File: config.mk
export PLATFORM = sky130hd
export DESIGN_NAME = watchdog_power
export DESIGN_NICKNAME = d
export VERILOG_FILES = /design/src/verilog/wdpm_pkg.sv /design/src/verilog/watchdog_power.sv
export SDC_FILE = /design/constraint.sdc
export NUM_CORES = 1
export LEC_CHECK = 0
export BUFFER_PORTS_ARGS = -buffer_cell sky130_fd_sc_hd__buf_4
export CORE_MARGIN = 3
export CORE_UTILIZATION = 30
export CTS_CLUSTER_DIAMETER = 50
export DETAILED_ROUTE_END_ITERATION = 8
export GPL_TIMING_DRIVEN = 0
export SETUP_SLACK_MARGIN = 0.15
export SLEW_MARGIN = 20
export SYNTH_ARGS = -nofsm -noshare
export SYNTH_HDL_FRONTEND = slang
export SYNTH_SLANG_ARGS = --single-unit
File: constraint.sdc
create_clock -name clk -period 5.2 [get_ports clk]
set_input_delay 0.52 -clock clk [delete_from_list [all_inputs] [get_ports clk]]
set_output_delay 0.52 -clock clk [all_outputs]
set_load 0.01 [all_outputs]
File: src/verilog/wdpm_pkg.sv
// package: register map, field layout and timing constants for watchdog and power modes
package wdpm_pkg;
   // ----------------------------------------------------------------
   // register addresses on the special-function bus
   // ----------------------------------------------------------------
   localparam logic [7:0] POWER_CONTROL_ADDR   = 8'h87; // power control
   localparam logic [7:0] STANDBY_CONTROL_ADDR = 8'h92; // standby control
   localparam logic [7:0] BUSY_WATCHDOG_ADDR   = 8'hEB; // busy and watchdog control
   localparam logic [7:0] WATCHDOG_RELOAD_ADDR = 8'hFF; // watchdog reload value
   // ----------------------------------------------------------------
   // field positions
   // ----------------------------------------------------------------
   localparam int CPU_HALT_BIT    = 0; // idle select
   localparam int POWERDOWN_BIT   = 1; // power-down select
   localparam int GFLAG0_BIT      = 2; // general flag 0
   localparam int GFLAG1_BIT      = 3; // general flag 1
   localparam int LOAD_ENABLE_BIT = 4; // watchdog load enable
   localparam int STANDBY_BIT     = 0; // standby select
   localparam int BUSY_BIT        = 0; // busy interrupt enable bit
   localparam int WD_ENABLE_BIT   = 1; // watchdog enable
   // ----------------------------------------------------------------
   // reset values
   // ----------------------------------------------------------------
   localparam logic [7:0] WATCHDOG_RELOAD_RST = 8'h00; // counter after reset
   localparam logic       WD_ENABLE_RST       = 1'b0;  // watchdog off after reset
   // ----------------------------------------------------------------
   // timing
   // ----------------------------------------------------------------
   localparam int CLK_FREQ_HZ     = 100000000;            // system clock
   localparam int TICK_TIME_US    = 2000;                 // watchdog tick, 2 ms
   localparam int TICK_CYCLES     = TICK_TIME_US * (CLK_FREQ_HZ / 1000000);
   localparam int WAKE_OSC_CYCLES = 2048;                 // oscillator settle count
   localparam int RESET_PULSE_CYC = 24;                   // two machine cycles of 12 clocks
   localparam int RESET_HOLD_CYC  = 24;                   // external reset hold to count
   localparam int ANALOG_SETTLE_US = 10;                  // analog settle after standby
   // ----------------------------------------------------------------
   // carried groups
   // ----------------------------------------------------------------
   typedef struct packed {
      logic       we;    // write strobe
      logic       re;    // read strobe
      logic [7:0] addr;  // register address
      logic [7:0] wdata; // write data
   } sfr_req_t;
   typedef enum logic [1:0] {
      PM_RUN, PM_IDLE, PM_DOWN, PM_WAKE
   } pm_state_t;
endpackage

File: src/verilog/watchdog_power.sv
// module: watchdog counter, reset generator and power-mode controller
// Contract
// - 8-bit watchdog overflow resets whole microcontroller
// - counter increments once per 2 ms tick
// - interval equals 256 minus reload, times tick
// - reload write loads only when load-enable set
// - load-enable clears when counter loads
// - enable runs watchdog and blocks power-down
// - watchdog and reset keep running in idle
// - standby bit disables analog, rest keeps running
// - idle gates clock from cpu only
// - idle preserves cpu state and pin levels
// - enabled interrupt clears idle, restarts cpu
// - two general flags writable with idle bit
// - reset held two machine cycles ends idle
// - power-down bit stops oscillator when watchdog off
// - power-down retains registers and pin latches
// - wake waits 2048 oscillator cycles before clock
// - level external interrupt wakes from power-down
`timescale 1ns/100ps
`default_nettype none
module watchdog_power (
   input  wire logic              clk,            // system clock, 100 MHz
   input  wire logic              sys_rst,        // synchronous reset, active high
   input  wire wdpm_pkg::sfr_req_t sfr_req,       // register bus request
   output logic [7:0]             sfr_rdata,      // registered read data
   input  wire logic              ext_reset_pin,  // external reset pin, high active
   input  wire logic              irq_pending,    // any enabled interrupt, same clock
   input  wire logic              ext_irq_level,  // enabled level external interrupt, pin
   output logic                   cpu_clk_en,     // cpu clock enable
   output logic                   periph_clk_en,  // timers, serial, interrupt clock enable
   output logic                   osc_run,        // oscillator running
   output logic                   analog_en,      // analog functions enabled
   output logic                   pin_hold,       // port pins hold latched levels
   output logic                   chip_reset      // internal reset to whole device
);
   // ----------------------------------------------------------------
   // pin synchronisers
   // ----------------------------------------------------------------
   logic       rst_pin_s1_q;  // first stage, reset pin
   logic       rst_pin_s2_q;  // second stage, reset pin
   logic       irq_pin_s1_q;  // first stage, level interrupt
   logic       irq_pin_s2_q;  // second stage, level interrupt
   // control and status
   logic [7:0] reload_q;      // watchdog counter
   logic       load_en_q;     // watchdog load enable
   logic       wd_en_q;       // watchdog enable
   logic       busy_q;        // busy interrupt enable, plain storage
   logic       gflag0_q;      // general flag 0
   logic       gflag1_q;      // general flag 1
   logic       halt_q;        // idle select
   logic       pdown_q;       // power-down select
   logic       standby_q;     // standby select
   wdpm_pkg::pm_state_t pm_q; // power-mode state
   logic [11:0] wake_cnt_q;   // oscillator settle counter
   logic [23:0] tick_cnt_q;   // 2 ms divider
   logic        tick;         // one-cycle tick enable
   logic [4:0]  rst_hold_q;   // external reset hold counter
   logic [4:0]  rst_pulse_q;  // internal reset stretcher
   logic        ext_rst_ok;   // reset pin held long enough
   logic        int_rst;      // reset applied to registers
   logic        overflow;     // counter wraps this cycle
   logic        wr;           // qualified write

   // synchronise pins before any logic reads them
   always_ff @(posedge clk) begin
      if (sys_rst) begin
         rst_pin_s1_q <= 1'b0;
         rst_pin_s2_q <= 1'b0;
         irq_pin_s1_q <= 1'b0;
         irq_pin_s2_q <= 1'b0;
      end else begin
         rst_pin_s1_q <= ext_reset_pin;
         rst_pin_s2_q <= rst_pin_s1_q;
         irq_pin_s1_q <= ext_irq_level;
         irq_pin_s2_q <= irq_pin_s1_q;
      end
   end

   // ----------------------------------------------------------------
   // reset generation
   // ----------------------------------------------------------------
   // count how long the reset pin stays high; runs even in power-down
   always_ff @(posedge clk) begin
      if (sys_rst || !rst_pin_s2_q) begin
         rst_hold_q <= 5'h00;
      end else if (!ext_rst_ok) begin
         rst_hold_q <= rst_hold_q + 5'h01;
      end
   end
   assign ext_rst_ok = (rst_hold_q == 5'(wdpm_pkg::RESET_HOLD_CYC));

   // stretch any reset cause to at least two machine cycles
   always_ff @(posedge clk) begin
      if (sys_rst) begin
         rst_pulse_q <= 5'(wdpm_pkg::RESET_PULSE_CYC);
      end else if (overflow || ext_rst_ok) begin
         rst_pulse_q <= 5'(wdpm_pkg::RESET_PULSE_CYC);
      end else if (rst_pulse_q != 5'h00) begin
         rst_pulse_q <= rst_pulse_q - 5'h01;
      end
   end
   assign int_rst = sys_rst || (rst_pulse_q != 5'h00);

   // device reset output, registered
   always_ff @(posedge clk) begin
      if (sys_rst) begin
         chip_reset <= 1'b1;
      end else begin
         chip_reset <= (rst_pulse_q != 5'h00) || overflow;
      end
   end

   // ----------------------------------------------------------------
   // watchdog tick and counter
   // ----------------------------------------------------------------
   // tick divider; keeps counting in idle, stops with the oscillator
   always_ff @(posedge clk) begin
      if (int_rst || !wd_en_q || pm_q == wdpm_pkg::PM_DOWN) begin
         tick_cnt_q <= 24'h000000;
      end else if (tick) begin
         tick_cnt_q <= 24'h000000;
      end else begin
         tick_cnt_q <= tick_cnt_q + 24'h000001;
      end
   end
   assign tick = (tick_cnt_q == 24'(wdpm_pkg::TICK_CYCLES - 1));

   assign wr       = sfr_req.we && (pm_q == wdpm_pkg::PM_RUN) && !halt_q;
   assign overflow = tick && (reload_q == 8'hFF);

   // counter: reload on enabled write, else count ticks
   always_ff @(posedge clk) begin
      if (int_rst) begin
         reload_q <= wdpm_pkg::WATCHDOG_RELOAD_RST;
      end else if (wr && sfr_req.addr == wdpm_pkg::WATCHDOG_RELOAD_ADDR && load_en_q) begin
         reload_q <= sfr_req.wdata;
      end else if (tick) begin
         reload_q <= reload_q + 8'h01;
      end
   end

   // ----------------------------------------------------------------
   // control registers
   // ----------------------------------------------------------------
   // power control: flags, load enable, mode selects
   always_ff @(posedge clk) begin
      if (int_rst) begin
         load_en_q <= 1'b0;
         gflag0_q  <= 1'b0;
         gflag1_q  <= 1'b0;
         halt_q    <= 1'b0;
         pdown_q   <= 1'b0;
      end else if (wr && sfr_req.addr == wdpm_pkg::POWER_CONTROL_ADDR) begin
         load_en_q <= sfr_req.wdata[wdpm_pkg::LOAD_ENABLE_BIT];
         gflag0_q  <= sfr_req.wdata[wdpm_pkg::GFLAG0_BIT];
         gflag1_q  <= sfr_req.wdata[wdpm_pkg::GFLAG1_BIT];
         halt_q    <= sfr_req.wdata[wdpm_pkg::CPU_HALT_BIT];
         pdown_q   <= sfr_req.wdata[wdpm_pkg::POWERDOWN_BIT] && !wd_en_q;
      end else begin
         if (wr && sfr_req.addr == wdpm_pkg::WATCHDOG_RELOAD_ADDR && load_en_q) begin
            load_en_q <= 1'b0;
         end
         if (halt_q && irq_pending) begin
            halt_q <= 1'b0;
         end
         if (pm_q == wdpm_pkg::PM_DOWN && irq_pin_s2_q) begin
            pdown_q <= 1'b0;
         end
      end
   end

   // standby and watchdog control
   always_ff @(posedge clk) begin
      if (int_rst) begin
         standby_q <= 1'b0;
         wd_en_q   <= wdpm_pkg::WD_ENABLE_RST;
         busy_q    <= 1'b0;
      end else if (wr && sfr_req.addr == wdpm_pkg::STANDBY_CONTROL_ADDR) begin
         standby_q <= sfr_req.wdata[wdpm_pkg::STANDBY_BIT];
      end else if (wr && sfr_req.addr == wdpm_pkg::BUSY_WATCHDOG_ADDR) begin
         wd_en_q <= sfr_req.wdata[wdpm_pkg::WD_ENABLE_BIT];
         busy_q  <= sfr_req.wdata[wdpm_pkg::BUSY_BIT];
      end
   end

   // registered read data; reserved bits read zero
   always_ff @(posedge clk) begin
      if (int_rst) begin
         sfr_rdata <= 8'h00;
      end else if (sfr_req.re) begin
         case (sfr_req.addr)
            wdpm_pkg::POWER_CONTROL_ADDR:
               sfr_rdata <= {3'h0, load_en_q, gflag1_q, gflag0_q, pdown_q, halt_q};
            wdpm_pkg::STANDBY_CONTROL_ADDR:
               sfr_rdata <= {7'h00, standby_q};
            wdpm_pkg::BUSY_WATCHDOG_ADDR:
               sfr_rdata <= {6'h00, wd_en_q, busy_q};
            wdpm_pkg::WATCHDOG_RELOAD_ADDR:
               sfr_rdata <= reload_q;
            default:
               sfr_rdata <= 8'h00;
         endcase
      end
   end

   // ----------------------------------------------------------------
   // power-mode sequencer
   // ----------------------------------------------------------------
   // mode state; mode bits take effect the cycle after the write
   always_ff @(posedge clk) begin
      if (sys_rst) begin
         pm_q <= wdpm_pkg::PM_RUN;
      end else begin
         case (pm_q)
            wdpm_pkg::PM_RUN: begin
               if (int_rst) begin
                  pm_q <= wdpm_pkg::PM_RUN;
               end else if (pdown_q) begin
                  pm_q <= wdpm_pkg::PM_DOWN;
               end else if (halt_q) begin
                  pm_q <= wdpm_pkg::PM_IDLE;
               end
            end
            wdpm_pkg::PM_IDLE: begin
               if (int_rst || !halt_q) begin
                  pm_q <= wdpm_pkg::PM_RUN;
               end
            end
            wdpm_pkg::PM_DOWN: begin
               if (ext_rst_ok || irq_pin_s2_q) begin
                  pm_q <= wdpm_pkg::PM_WAKE;
               end
            end
            wdpm_pkg::PM_WAKE: begin
               if (wake_cnt_q == 12'(wdpm_pkg::WAKE_OSC_CYCLES - 1)) begin
                  pm_q <= wdpm_pkg::PM_RUN;
               end
            end
            default: pm_q <= wdpm_pkg::PM_RUN;
         endcase
      end
   end

   // oscillator settle counter while waking
   always_ff @(posedge clk) begin
      if (sys_rst || pm_q != wdpm_pkg::PM_WAKE) begin
         wake_cnt_q <= 12'h000;
      end else begin
         wake_cnt_q <= wake_cnt_q + 12'h001;
      end
   end

   // clock gating and mode outputs, registered
   always_ff @(posedge clk) begin
      if (sys_rst) begin
         cpu_clk_en    <= 1'b1;
         periph_clk_en <= 1'b1;
         osc_run       <= 1'b1;
         analog_en     <= 1'b1;
         pin_hold      <= 1'b0;
      end else begin
         cpu_clk_en    <= (pm_q == wdpm_pkg::PM_RUN) && !halt_q && !pdown_q;
         periph_clk_en <= (pm_q == wdpm_pkg::PM_RUN) || (pm_q == wdpm_pkg::PM_IDLE);
         osc_run       <= (pm_q != wdpm_pkg::PM_DOWN);
         analog_en     <= !standby_q;
         pin_hold      <= (pm_q != wdpm_pkg::PM_RUN) || halt_q || pdown_q;
      end
   end
endmodule
`default_nettype wire

### Word-level counts from Yosys, hierarchy flattened

Cells that the tools add are included.

| storage, ports and cells | value |
|---|---|
| bits of input ports | 23 |
| register bits | 82 |

| operators by class | value |
|---|---|
| reduce and logical (&&, ||, !) cells | 41 |
| bitwise logic cells | 1 |
| add/subtract/negate cells | 5 |
| equality and inequality tests | 17 |
| muxes and demuxes | 16 |

Operators with widths:

| cell | number |
|---|---|
| $eq A8 B8 Y1 const B | 5 |
| $pmux W8 S4 | 1 |
| $add A24 B1 Y24 const B | 1 |
| $eq A24 B18 Y1 const B | 1 |
| $mux W8 | 2 |
| $logic_and A1 B1 Y1 | 13 |
| $add A12 B1 Y12 const B | 1 |
| $eq A12 B11 Y1 const B | 1 |
| $logic_or A1 B1 Y1 | 12 |
| $mux W2 | 6 |
| $reduce_bool A2 Y1 | 5 |
| $add A8 B1 Y8 const B | 1 |
| $ne A2 B2 Y1 const B | 4 |
| $pmux W2 S4 | 1 |
| $mux W1 | 6 |
| $add A5 B1 Y5 const B | 1 |
| $eq A5 B5 Y1 const B | 1 |
| $logic_not A1 Y1 | 5 |
| $reduce_bool A5 Y1 | 1 |
| $sub A5 B1 Y5 const B | 1 |
| $eq A2 B2 Y1 const B | 2 |
| $ne A4 B4 Y1 const B | 1 |
| $reduce_and A4 Y1 | 1 |
| $reduce_or A2 Y1 | 2 |
| other kinds (5) | 5 |

### Depth between registers and ports, before layout

Gate-level depths: netlist (run 1).

| logic depth | value |
|---|---|
| depth after elaboration | 7 |
| gate-level depth with buffers | 8 |

### Worst setup path after synthesis (run 1)

Ideal clock, no wire load.

| timing path | value |
|---|---|
| path kind | input -> register |
| start point | input port sfr_req[11] (netlist name) |
| end point | register standby_q |
| path slack | 3.192 ns |
| required time | 5.072 ns |
| cell stages on the path | 5 |
| setup time | 0.128 ns |
| buffers on the path | 0 |
| data arrival time | 1.880 ns |
| cell sequence | or3_4 > or4b_4 > nor3b_1 > mux2i_1 > nor2_1 |

| on the way | value |
|---|---|
| word-level cells in the longest chain between the ends | 2 |

RTL lines:

| item | line | source |
|---|---|---|
| from (decl) | watchdog_power.sv:25 | `input wire wdpm_pkg::sfr_req_t sfr_req,` |
| $eq A8 B8 Y1 | watchdog_power.sv:179 | `end else if (wr && sfr_req.addr == wdpm_pkg::STANDBY_CONTROL_ADDR) begin` |
| $logic_and A1 B1 Y1 | watchdog_power.sv:179 |  |
| to (signal assigned) | watchdog_power.sv:180 | `standby_q <= sfr_req.wdata[wdpm_pkg::STANDBY_BIT];` |
| to (decl) | watchdog_power.sv:53 | `logic standby_q;` |

Every way passes these cells.
A chain may end at the register's enable or synchronous reset.

### Final worst setup path (run 1)

| timing path | value |
|---|---|
| start point | register halt_q |
| end point | register reload_q[7] |

| on the way | value |
|---|---|
| word-level cells in the longest chain between the ends | 5 |

RTL lines:

| item | line | source |
|---|---|---|
| from (decl) | watchdog_power.sv:51 | `logic halt_q;` |
| from (signal assigned) | watchdog_power.sv:158 | `halt_q <= sfr_req.wdata[wdpm_pkg::CPU_HALT_BIT];` |
| $logic_not A1 Y1 (*) | watchdog_power.sv:129 | `assign wr = sfr_req.we && (pm_q == wdpm_pkg::PM_RUN) && !halt_q;` |
| $logic_and A1 B1 Y1 (*) | watchdog_power.sv:129 |  |
| $logic_and A1 B1 Y1 (*) (2 in series) | watchdog_power.sv:136 | `end else if (wr && sfr_req.addr == wdpm_pkg::WATCHDOG_RELOAD_ADDR && load_en_q) begin` |
| $mux W8 / $reduce_bool A2 Y1 (equally long branches) | -- |  |
| to (signal assigned) | watchdog_power.sv:135 | `reload_q <= wdpm_pkg::WATCHDOG_RELOAD_RST;` |
| to (signal assigned) | watchdog_power.sv:137 | `reload_q <= sfr_req.wdata;` |
| to (signal assigned) | watchdog_power.sv:139 | `reload_q <= reload_q + 8'h01;` |
| to (decl) | watchdog_power.sv:45 | `logic [7:0] reload_q;` |

Every way passes the cells marked *; elsewhere a longest branch is shown, timed or not.

==> results of run 1 <==
## cells in the mapped netlist (all sizes together)
cell type and n:
a22o 8, nor4b 4, ha 7, nand3 29, and3 8, nand3b 1
and4 4, o31a 1, or2 1, xor2 15, nand2b 10, o41ai 1
buf 5, or4b 2, dfxtp 82, a32oi 2, a2111oi 1, nand4b 2
a211oi 3, nand2 21, o31ai 1, nor3 20, or3 5, o21ai 14
nor2b 5, and2 1, o311a 1, nor3b 1, and4b 1, o211ai 1
nor4 6, mux2i 5, xnor2 27, clkbuf 9, nand4 5, a211o 2
a21oi 22, a221o 1, nor2 61, a21o 1, inv 16
## worst max path at each step
stage	startpoint	endpoint
final	halt_q	reload_q[7]
after global placement	sfr_req[17]	reload_q[7]
after global routing	halt_q	reload_q[6]
after CTS	halt_q	reload_q[7]
after detailed placement	sfr_req[17]	reload_q[7]
after floorplan	sfr_req[11]	standby_q
## metal layers
| layer | GRT usage (%) | vias to the layer above | part of all wire, % |
|---|---|---|---|
| li1 | - | 1527 | - |
| met1 | 16.8 | 1437 | 49 |
| met2 | 19.6 | 55 | 46 |
| met3 | 2.33 | 7 | 3.9 |
| met4 | 5.58 | 0 | 1.4 |
| met5 | 0 | - | 0 |
## logic make-up (layout without fill, tap and decap cells)
family / Yosys count / count (layout) / share of synthesized area, %
compound gates: 59 / 59 / 10.6
xor+xnor: 42 / 42 / 10.0
fa+ha+maj: 7 / 7 / 2.39
buf+inv: 30 / 80 / 3.28
flops: 82 / 82 / 44.8
mux: 5 / 5 / 1.36
simple gates: 187 / 187 / 27.6
## worst max-delay path, cell delays in order (launching register included)
cell and delay (ns):
dfxtp_1 0.30, clkbuf_1 0.20, nor4b_2 0.81, nand3_1 0.34
clkbuf_1 0.31, o21ai_0 0.23, a21oi_1 0.06
## placed cells by master, fill, tap and decap left out, types with 2 or more instances in the layout
| cell type | instances |
|---|---|
| dfxtp_1 | 82 |
| nor2_1 | 61 |
| buf_4 | 34 |
| nand3_1 | 29 |
| xnor2_1 | 27 |
| a21oi_1 | 22 |
| nand2_1 | 21 |
| nor3_1 | 17 |
| inv_1 | 16 |
| xor2_1 | 15 |
| o21ai_0 | 14 |
| nand2b_1 | 10 |
| clkbuf_16 | 9 |
| clkbuf_1 | 8 |
| and3_1 | 8 |
| a22o_1 | 8 |
| ha_1 | 7 |
| nor4_1 | 6 |
| nor2b_1 | 5 |
| nand4_1 | 5 |
| buf_2 | 5 |
| mux2i_1 | 5 |
| and4_1 | 4 |
| or3_1 | 4 |
| a211oi_1 | 3 |
| nor4b_1 | 2 |
| or4b_4 | 2 |
| nor3_2 | 2 |
| a211o_1 | 2 |
| a32oi_1 | 2 |
| clkinvlp_4 | 2 |
## flip-flops by register name, summed over array words and instances, names as in the netlist, 2 cells and up
signal,cells
sfr_rdata,8
tick_cnt_q,24
pm_q,2
reload_q,8
wake_cnt_q,12
rst_pulse_q,5
rst_hold_q,5
## power breakdown
group	switching (mW)	internal, mW
clock	0.266	0.391
combinational	0.0260	0.0281
sequential	0.0107	0.637
total	0.303	1.06
## layout make-up
cell class	count	area, um^2
Fill cell	1171	7250
Multi-Input combinational cell	300	1910
Sequential cell	82	1640
Timing Repair Buffer	34	255
Clock buffer	10	239
Tap cell	143	179
Clock inverter	6	73.8
Buffer	14	60.1
Inverter	16	60.1
==> summary.txt, run 1 <==
Detailed routing
  – Average routed wire per standard cell: 13.3 um
  – Antenna viol nets, final: 0
  – Total wire length: 8070 um
  – Vias: 3026
  – Drt first pass iters: 4
  – Drc violations: 0
  – Post-DR vias/cell: 5.00
  – First-iteration detailed-routing DRC count: 105

Min path
  – Hold path depth: 2
  – HP Class: input port to flip-flop
  – WHS Endpoint: irq_pin_s1_q
  – Hold_sp: ext_irq_level

Place
  – Buffers on Ports: 34
  – Total placed cells including tap cells: between 500 and 600
  – Place WS: 2.80 ns
  – Post-DP HPWL: 6010 um
  – GP Congestion: 0.812
  – DP Area: 4100 um^2

Floorplanning
  – Core ar.: 11700 um^2
  – Die height: 117 um
  – Cell Rows: 39
  – Die width: roughly 120 um
  – Die area: 13600 um^2
  – Initial Utilization: 31.4%
  – I/O pin cnt: 37

Power and ir drop
  – Static Leak: 1.44 nW
  – PwrDens: between 300 and 400 nW/um^2
  – Pwr Total: approximately 1.4 mW
  – Peak VDD IR: 0.000154 V

Clocking
  – CTS Buffer Depth: 2
  – Clk_lat worst skew: 0.33 ns
  – Number of gates resized after cts: 0
  – Clock-pin slew on the worst setup and hold paths: 0.07 ns
  – Post-CTS setup buffers: 0
  – Clock sink count: 82
  – TritonCTS buffer count: 9
  – CTS tree: yes
  – H-tree depth: 3
  – Hold Buf Count CTS: 0
  – CTS root buf: clkbuf_16

Global routing
  – Initial antenna violation count: 0
  – GRT Overall Usage: 12.5%
  – Largest net degree at the start of global routing: 16
  – First-pass GRT wire length: 13600 um
  – Vias in the first global route: 2856
  – Grt total ovfl: 0

STA
  – Final Hold Viols: 0
  – Post-Route Setup TNS: 0 ns
  – Fin worst setup slack: 2.82 ns
  – RSZ-0062 raised after global routing: false
  – Slew headroom: between 30% and 40%
  – Tightest Pin Transition: 0.928 ns
  – Hold Slack: 0.398 ns
  – Crit share post-route: 45.7%
  – Endpoints failing setup: 0
  – Fin. max-slew vios: 0
  – F_max: 0.421 GHz
  – Tmin final: about 2.4 ns
  – Clock skew: 0.00804 ns

Synth
  – Syn_nets: between 400 and 500
  – Synth Instances: 412
  – Post-synthesis sequential area ratio: between 40% and 50%
  – Post-Syn Area per Cell: 8.90 um^2
  – Synth cell types: 48
  – Seq cells post-synth: 82
  – Mapped Area: 3670 um^2
  – Yosys warns: 0
  – Top cell type's share of synthesized area: 44.8%
  – Ranking of synthesized cells by area: dfxtp_1 45%, xnor2_1 6.4%, nor2_1 6.2%
  – Largest area contributor in the netlist: dfxtp_1

Worst setup path
  – CP Capture Type: flip-flop
  – Reg2Reg Depth: 6
  – Reg2reg start: halt_q
  – Crit path arrival time: 2.58 ns
  – WS Path Type: flip-flop to flip-flop
  – CP required: 5.40 ns
  – Crit-path max FO: 10
  – Startpoint Class: flip-flop
  – R2r endpoint: reload_q[7]
  – FF-to-FF setup slack: between 2 and 3 ns

Finish
  – Synth-to-Final Area Change: 20.4%
  – Final instance area: 4410 um^2
  – Ratio of cells with drive above 1 in the final layout: between 10 and 15%
  – Non-filler cells, final: 605
  – Antenna diodes: 0
  – Final core occ: roughly 38%
  – Nets@finish: 487

Outcome
  – Status: finished, final reports clean

Job
  – Max-capacitance violation count: 0
Power figures use the tool's default switching activity.
==> run 2, diff against run 1 <==
==> constraint.sdc (replaced) <==
create_clock -name clk -period 2.1 [get_ports clk]
set_input_delay 0.21 -clock clk [delete_from_list [all_inputs] [get_ports clk]]
set_output_delay 0.21 -clock clk [all_outputs]
set_load 0.01 [all_outputs]
==> summary.txt, run 2 (same netlist as run 1, synthesis figures left out) <==
STA
  – Fin. max-slew vios: 0
  – Crit share post-route: between 90% and 100%
  – Post-Route Setup TNS: 0 ns
  – Endpoints failing setup: 0
  – RSZ-0062 raised after global routing: true
  – Final Hold Viols: 0
  – Slew headroom: a little over three fifths
  – Tmin final: 1.90 ns
  – Clock skew: ~0.0060 ns
  – F_max: 0.527 GHz
  – Tightest Pin Transition: roughly 0.55 ns
  – Hold Slack: 0.0875 ns
  – Fin worst setup slack: 0.203 ns

Worst setup path
  – Crit path cell chain: inv_2 > ha_4 > or4b_4 > nor2_4 > buf_8 > nand4b_4 > buf_4 > nor2_1
  – FF-to-FF setup slack: about 0.20 ns
  – Crit-path max FO: 8
  – Startpoint Class: flip-flop
  – CP Capture Type: flip-flop
  – CP max stage delay: 0.51 ns
  – Crit path arrival time: 2.17 ns
  – Slowest cell on the critical path: or4b_4
  – WS Path Type: flip-flop to flip-flop
  – CP required: 2.37 ns

Finish
  – Most common cell after layout, fill and taps aside: dfxtp_1
  – Leading registers by flop count: tick_cnt_q (24), wake_cnt_q (12)
  – Reg area: 1640 um^2
  – Nets@finish: 499
  – Fill count: 1148
  – Max reg flops: 24
  – Synth-to-Final Area Change: 25.3%
  – Multi-input logic area: 1970 um^2
  – Antenna diodes: 0
  – Ratio of cells with drive above 1 in the final layout: 19.0%
  – Commonest non-fill, non-tap cells in the layout: 81 x dfxtp_1, 59 x nor2_1, 46 x buf_4
  – Largest register by flop count: tick_cnt_q
  – Final instance area: 4590 um^2

Detailed routing
  – Drt first pass iters: 4
  – Total wire length: 8420 um
  – Average routed wire per standard cell: roughly 14 um
  – Antenna viol nets, final: 0
  – Post-DR vias/cell: 5.01
  – Drc violations: 0
  – First-iteration detailed-routing DRC count: around 120
  – Vias: just over 3000

Power and ir drop
  – PwrDens: 737 nW/um^2
  – Switching power: between 0.7 and 0.8 mW
  – Static Leak: 1.53 nW
  – Sequential fraction of design power: 47.4%
  – P_int: 2.63 mW
  – Logic pwr share: around 4.5%
  – Pwr Total: about 3.4 mW
  – Sw Ratio: 22.4%
  – Clock power frac: between 40% and 50%
  – Peak VDD IR: 0.000386 V

Outcome
  – Status: finished, final reports clean

Floorplanning
  – Die width: 117 um
  – Die height: 117 um
  – Die area: approximately 14000 um^2
  – Core ar.: 11700 um^2
  – Initial Utilization: 31.4%
  – I/O pin cnt: 37
  – Cell Rows: 39

Clocking
  – H-tree depth: 3
  – Hold Buf Count CTS: 0
  – CTS Buffer Depth: 2
  – TritonCTS buffer count: 9
  – CTS root buf: clkbuf_16
  – Clock-pin slew on the worst setup and hold paths: 0.06 ns
  – Clock sink count: a little over 80
  – Clk_lat worst skew: 0.34 ns
  – CTS tree: yes

Place
  – DP Area: just over 4000 um^2
  – Buffers on Ports: 34
  – Place WS: -0.228 ns
  – Post-DP HPWL: 6010 um
  – GP Congestion: 0.812

Global routing
  – Global-route met1 utilization: 17.0%
  – Top Usage Layer GRT: met2
  – GRT Overall Usage: between 10% and 20%
  – GRT met2 Usage: 19.7%
  – First-pass GRT wire length: 13700 um
  – Initial antenna violation count: 0
  – Largest net degree at the start of global routing: 16
  – Met3 GRT Util: 2.33%
  – Grt total ovfl: 0
  – Vias in the first global route: 2863

Min path
  – HP Class: input port to flip-flop

Job
  – Max-capacitance violation count: 0
==> run 2: cell types whose count changed in the layout (fill, tap and decap cells not counted), sizes merged <==
cell    before  now
buf         39   52
clkbuf      19   18
==> run 2: cell type report <==
type | instances | share of cell area (%)
Sequential cell | 82 | 35.8
Multi-Input combinational cell | 300 | 42.9
Inverter | 16 | 1.31
Clock inverter | 6 | 1.61
Clock buffer | 10 | 5.20
Tap cell | 143 | 3.89
Buffer | 14 | 1.82
Timing Repair Buffer | 46 | 7.52
==> run 2: worst max-delay path, delay by kind of cell, from the launching register on <==
kind	cells	cell delay [ns]
adder cells (fa/ha/maj)	1	0.15
flip-flops	1	0.33
buffers and inverters	3	0.43
AND/OR/NAND/NOR	4	0.92
==> run 2: power groups by stage <==
stage | combinational [mW] | sequential, mW | clock [mW]
after floorplan | 0.0788 | 1.63 | 0
after global placement | 0.130 | 1.64 | 0
after detailed placement | 0.134 | 1.64 | 0
after CTS | 0.139 | 1.60 | 1.66
after global routing | 0.165 | 1.61 | 1.73
final | 0.151 | 1.60 | 1.63
==> run 2: path summary, 6_finish.rpt <==
check                                    start             to  depth (start not counted)
worst max-delay path            rst_pulse_q[0]  tick_cnt_q[6]                          8
worst min-delay path             ext_reset_pin   rst_pin_s1_q                          2
worst max register to register  rst_pulse_q[0]  tick_cnt_q[6]                          8
worst min register to register       standby_q      analog_en                          1
==> run 2: layer usage <==
layer | routed length [um] | share of wire [%]
met2 | 3840 | 46
met3 | 318 | 3.8
met4 | 136 | 1.6
met5 | 0 | 0
met1 | 4130 | 49
==> run 2: what timing repair did <==
item / CTS / global route
resized for setup: 8 / 19
setup buffers: 2 / 8
endpoints found under the setup margin: 32 / 39
gates cloned: 0 / 2
pin swaps: 2 / 3
==> run 2: per-stage QoR <==
stage	std cells	util, %
floorplan	412	-
global placement	589	35.2
detailed placement	589	35.2
CTS	607	38.2
global route	617	39.4
finish	617	39.4
==> run 3, diff against run 2 <==
--- a/config.mk
+++ b/config.mk
@@ -6,11 +6,13 @@
 export NUM_CORES = 1
 export LEC_CHECK = 0
 export BUFFER_PORTS_ARGS = -buffer_cell sky130_fd_sc_hd__buf_4
+export CORE_ASPECT_RATIO = 0.8
 export CORE_MARGIN = 3
-export CORE_UTILIZATION = 30
+export CORE_UTILIZATION = 53
 export CTS_CLUSTER_DIAMETER = 50
 export DETAILED_ROUTE_END_ITERATION = 8
 export GPL_TIMING_DRIVEN = 0
+export PLACE_DENSITY = 0.76
 export SETUP_SLACK_MARGIN = 0.15
 export SLEW_MARGIN = 20
 export SYNTH_ARGS = -nofsm -noshare
==> summary.txt, run 3 (same netlist as run 1, synthesis figures left out) <==
Worst setup path
  – Crit path arrival time: 2.18 ns
  – CP required: approximately 2.4 ns
  – Crit path max-delay family: simple AND/OR/NAND/NOR gates
  – Crit path cell chain: inv_2 > ha_4 > or4b_4 > nor2_4 > buf_8 > nand4b_4 > buf_4 > nor2_1
  – CP Capture Type: flip-flop
  – Startpoint Class: flip-flop
  – Crit path buffers/inverters: 3
  – Crit-path max FO: 10
  – WS Path Type: flip-flop to flip-flop
  – CP max stage delay: ~0.5 ns
  – Slowest cell on the critical path: or4b_4

Power and ir drop
  – Static Leak: 1.47 nW
  – PwrDens: between 600 and 700 nW/um^2
  – Peak VDD IR: about 0.00044 V

Place
  – Place WS: -0.172 ns
  – Total placed cells including tap cells: between 500 and 600
  – Post-DP HPWL: 5510 um
  – GP Congestion: 0.878
  – Buffers on Ports: 34

Detailed routing
  – Drt first pass iters: 4
  – Drc violations: 0
  – Antenna viol nets, final: 0
  – First-iteration detailed-routing DRC count: 120
  – Total wire length: 7910 um
  – Vias: between 3000 and 4000
  – Average routed wire per standard cell: 14.3 um
  – Post-DR vias/cell: around 5.5

Global routing
  – Largest net degree at the start of global routing: 14
  – GRT Overall Usage: between 20% and 30%
  – Initial antenna violation count: 0
  – Vias in the first global route: 2788
  – Grt total ovfl: 0
  – First-pass GRT wire length: 13200 um

Floorplanning
  – Initial Utilization: roughly 56%
  – I/O pin cnt: 37
  – Core ar.: roughly 6500 um^2
  – Die width: 99 um
  – Die area: 7960 um^2
  – Die height: 80.4 um
  – Cell Rows: 26

Finish
  – Fill count: 524
  – Reg area: 1640 um^2
  – Synth-to-Final Area Change: 20.7%
  – Most common cell after layout, fill and taps aside: dfxtp_1
  – Antenna diodes: 0
  – Non-filler cells, final: 554
  – Leading registers by flop count: tick_cnt_q (24), wake_cnt_q (12)
  – Max reg flops: 24
  – Multi-input logic area: 2000 um^2
  – Ratio of cells with drive above 1 in the final layout: 18.7%
  – Commonest non-fill, non-tap cells in the layout: 81 x dfxtp_1, 58 x nor2_1, 41 x buf_4
  – Largest register by flop count: tick_cnt_q
  – Nets@finish: 495

STA
  – Hold Slack: 0.0613 ns
  – Fin. max-slew vios: 0
  – Fin worst setup slack: roughly 0.21 ns
  – Final Hold Viols: 0
  – Endpoints failing setup: 0
  – Crit share post-route: 90.0%
  – Slew headroom: 65.1%
  – F_max: 0.529 GHz
  – RSZ-0062 raised after global routing: true
  – Clock skew: around 0.01 ns
  – Tightest Pin Transition: 0.518 ns
  – Tmin final: 1.89 ns

Clocking
  – CTS tree: yes
  – CTS root buf: clkbuf_8
  – TritonCTS buffer count: 9
  – Clock-pin slew on the worst setup and hold paths: 0.08 ns
  – H-tree depth: 3
  – Clk_lat worst skew: 0.36 ns
  – CTS Buffer Depth: 2
  – Clock sink count: 82

Job
  – Max-capacitance violation count: 0

Outcome
  – Status: finished, final reports clean

Min path
  – HP Class: input port to flip-flop
run 3: cell types whose count changed in the layout (fill, tap and decap cells not counted), moves of 2 or more:
cell | previous run | this run
clkbuf_1 | 7 | 9
clkbuf_8 | 1 | 10
clkinv_2 | 0 | 2
buf_4 | 46 | 41
nor4_2 | 2 | 4
clkbuf_16 | 9 | 0
nor4_1 | 4 | 2
run 3: routing by layer:
metal  global-route usage, %  routed length [um]
met5                       0                   0
met4                    5.59                  82
met3                    7.38                 496
met2                    31.6                3460
met1                    27.9                3870
run 3: worst paths after layout:
path / slack [ns] / depth (start not counted) / to / from
setup / recovery: 0.21 / 8 / tick_cnt_q[15] / rst_pulse_q[0]
hold / removal: 0.06 / 2 / irq_pin_s1_q / ext_irq_level
setup reg to reg: 0.21 / 8 / tick_cnt_q[15] / rst_pulse_q[0]
hold reg to reg: 0.43 / 1 / analog_en / standby_q
run 3: layout make-up:
| class | count | share of cell area [%] |
|---|---|---|
| buffer | 14 | 1.87 |
| clock buffer | 11 | 3.19 |
| clock inverter | 5 | 1.75 |
| inverter | 16 | 1.36 |
| multi-input combinational | 300 | 45.1 |
| sequential | 82 | 37.1 |
| tap | 84 | 2.37 |
| timing repair buffer | 42 | 7.21 |
run 3: per-stage QoR:
step / area, um^2 / util [%] / power (mW) / TNS (ns)
finish: 4430 / 67.7 / 2.99 / 0
global route: 4430 / 67.7 / 3.10 / 0
CTS: 4340 / 66.4 / 3.00 / 0
detailed placement: 4030 / 61.6 / 1.77 / -0.346
global placement: 4030 / 61.6 / 1.76 / -0.200
floorplan: 3670 / - / 1.71 / 0
run 3: what timing repair did:
action / 4_1_cts / 5_1_grt
gates cloned: 1 / 1
endpoints found under the setup margin: 34 / 38
gates resized for setup: 13 / 18
pin swaps: 2 / 1
buffers inserted: 5 / 1
hold buffers: 0 / 0
run 3: where the power goes:
| part | internal (mW) | switching (mW) |
|---|---|---|
| registers | 1.58 | 0.0279 |
| clock network | 0.698 | 0.545 |
| logic | 0.0769 | 0.0672 |
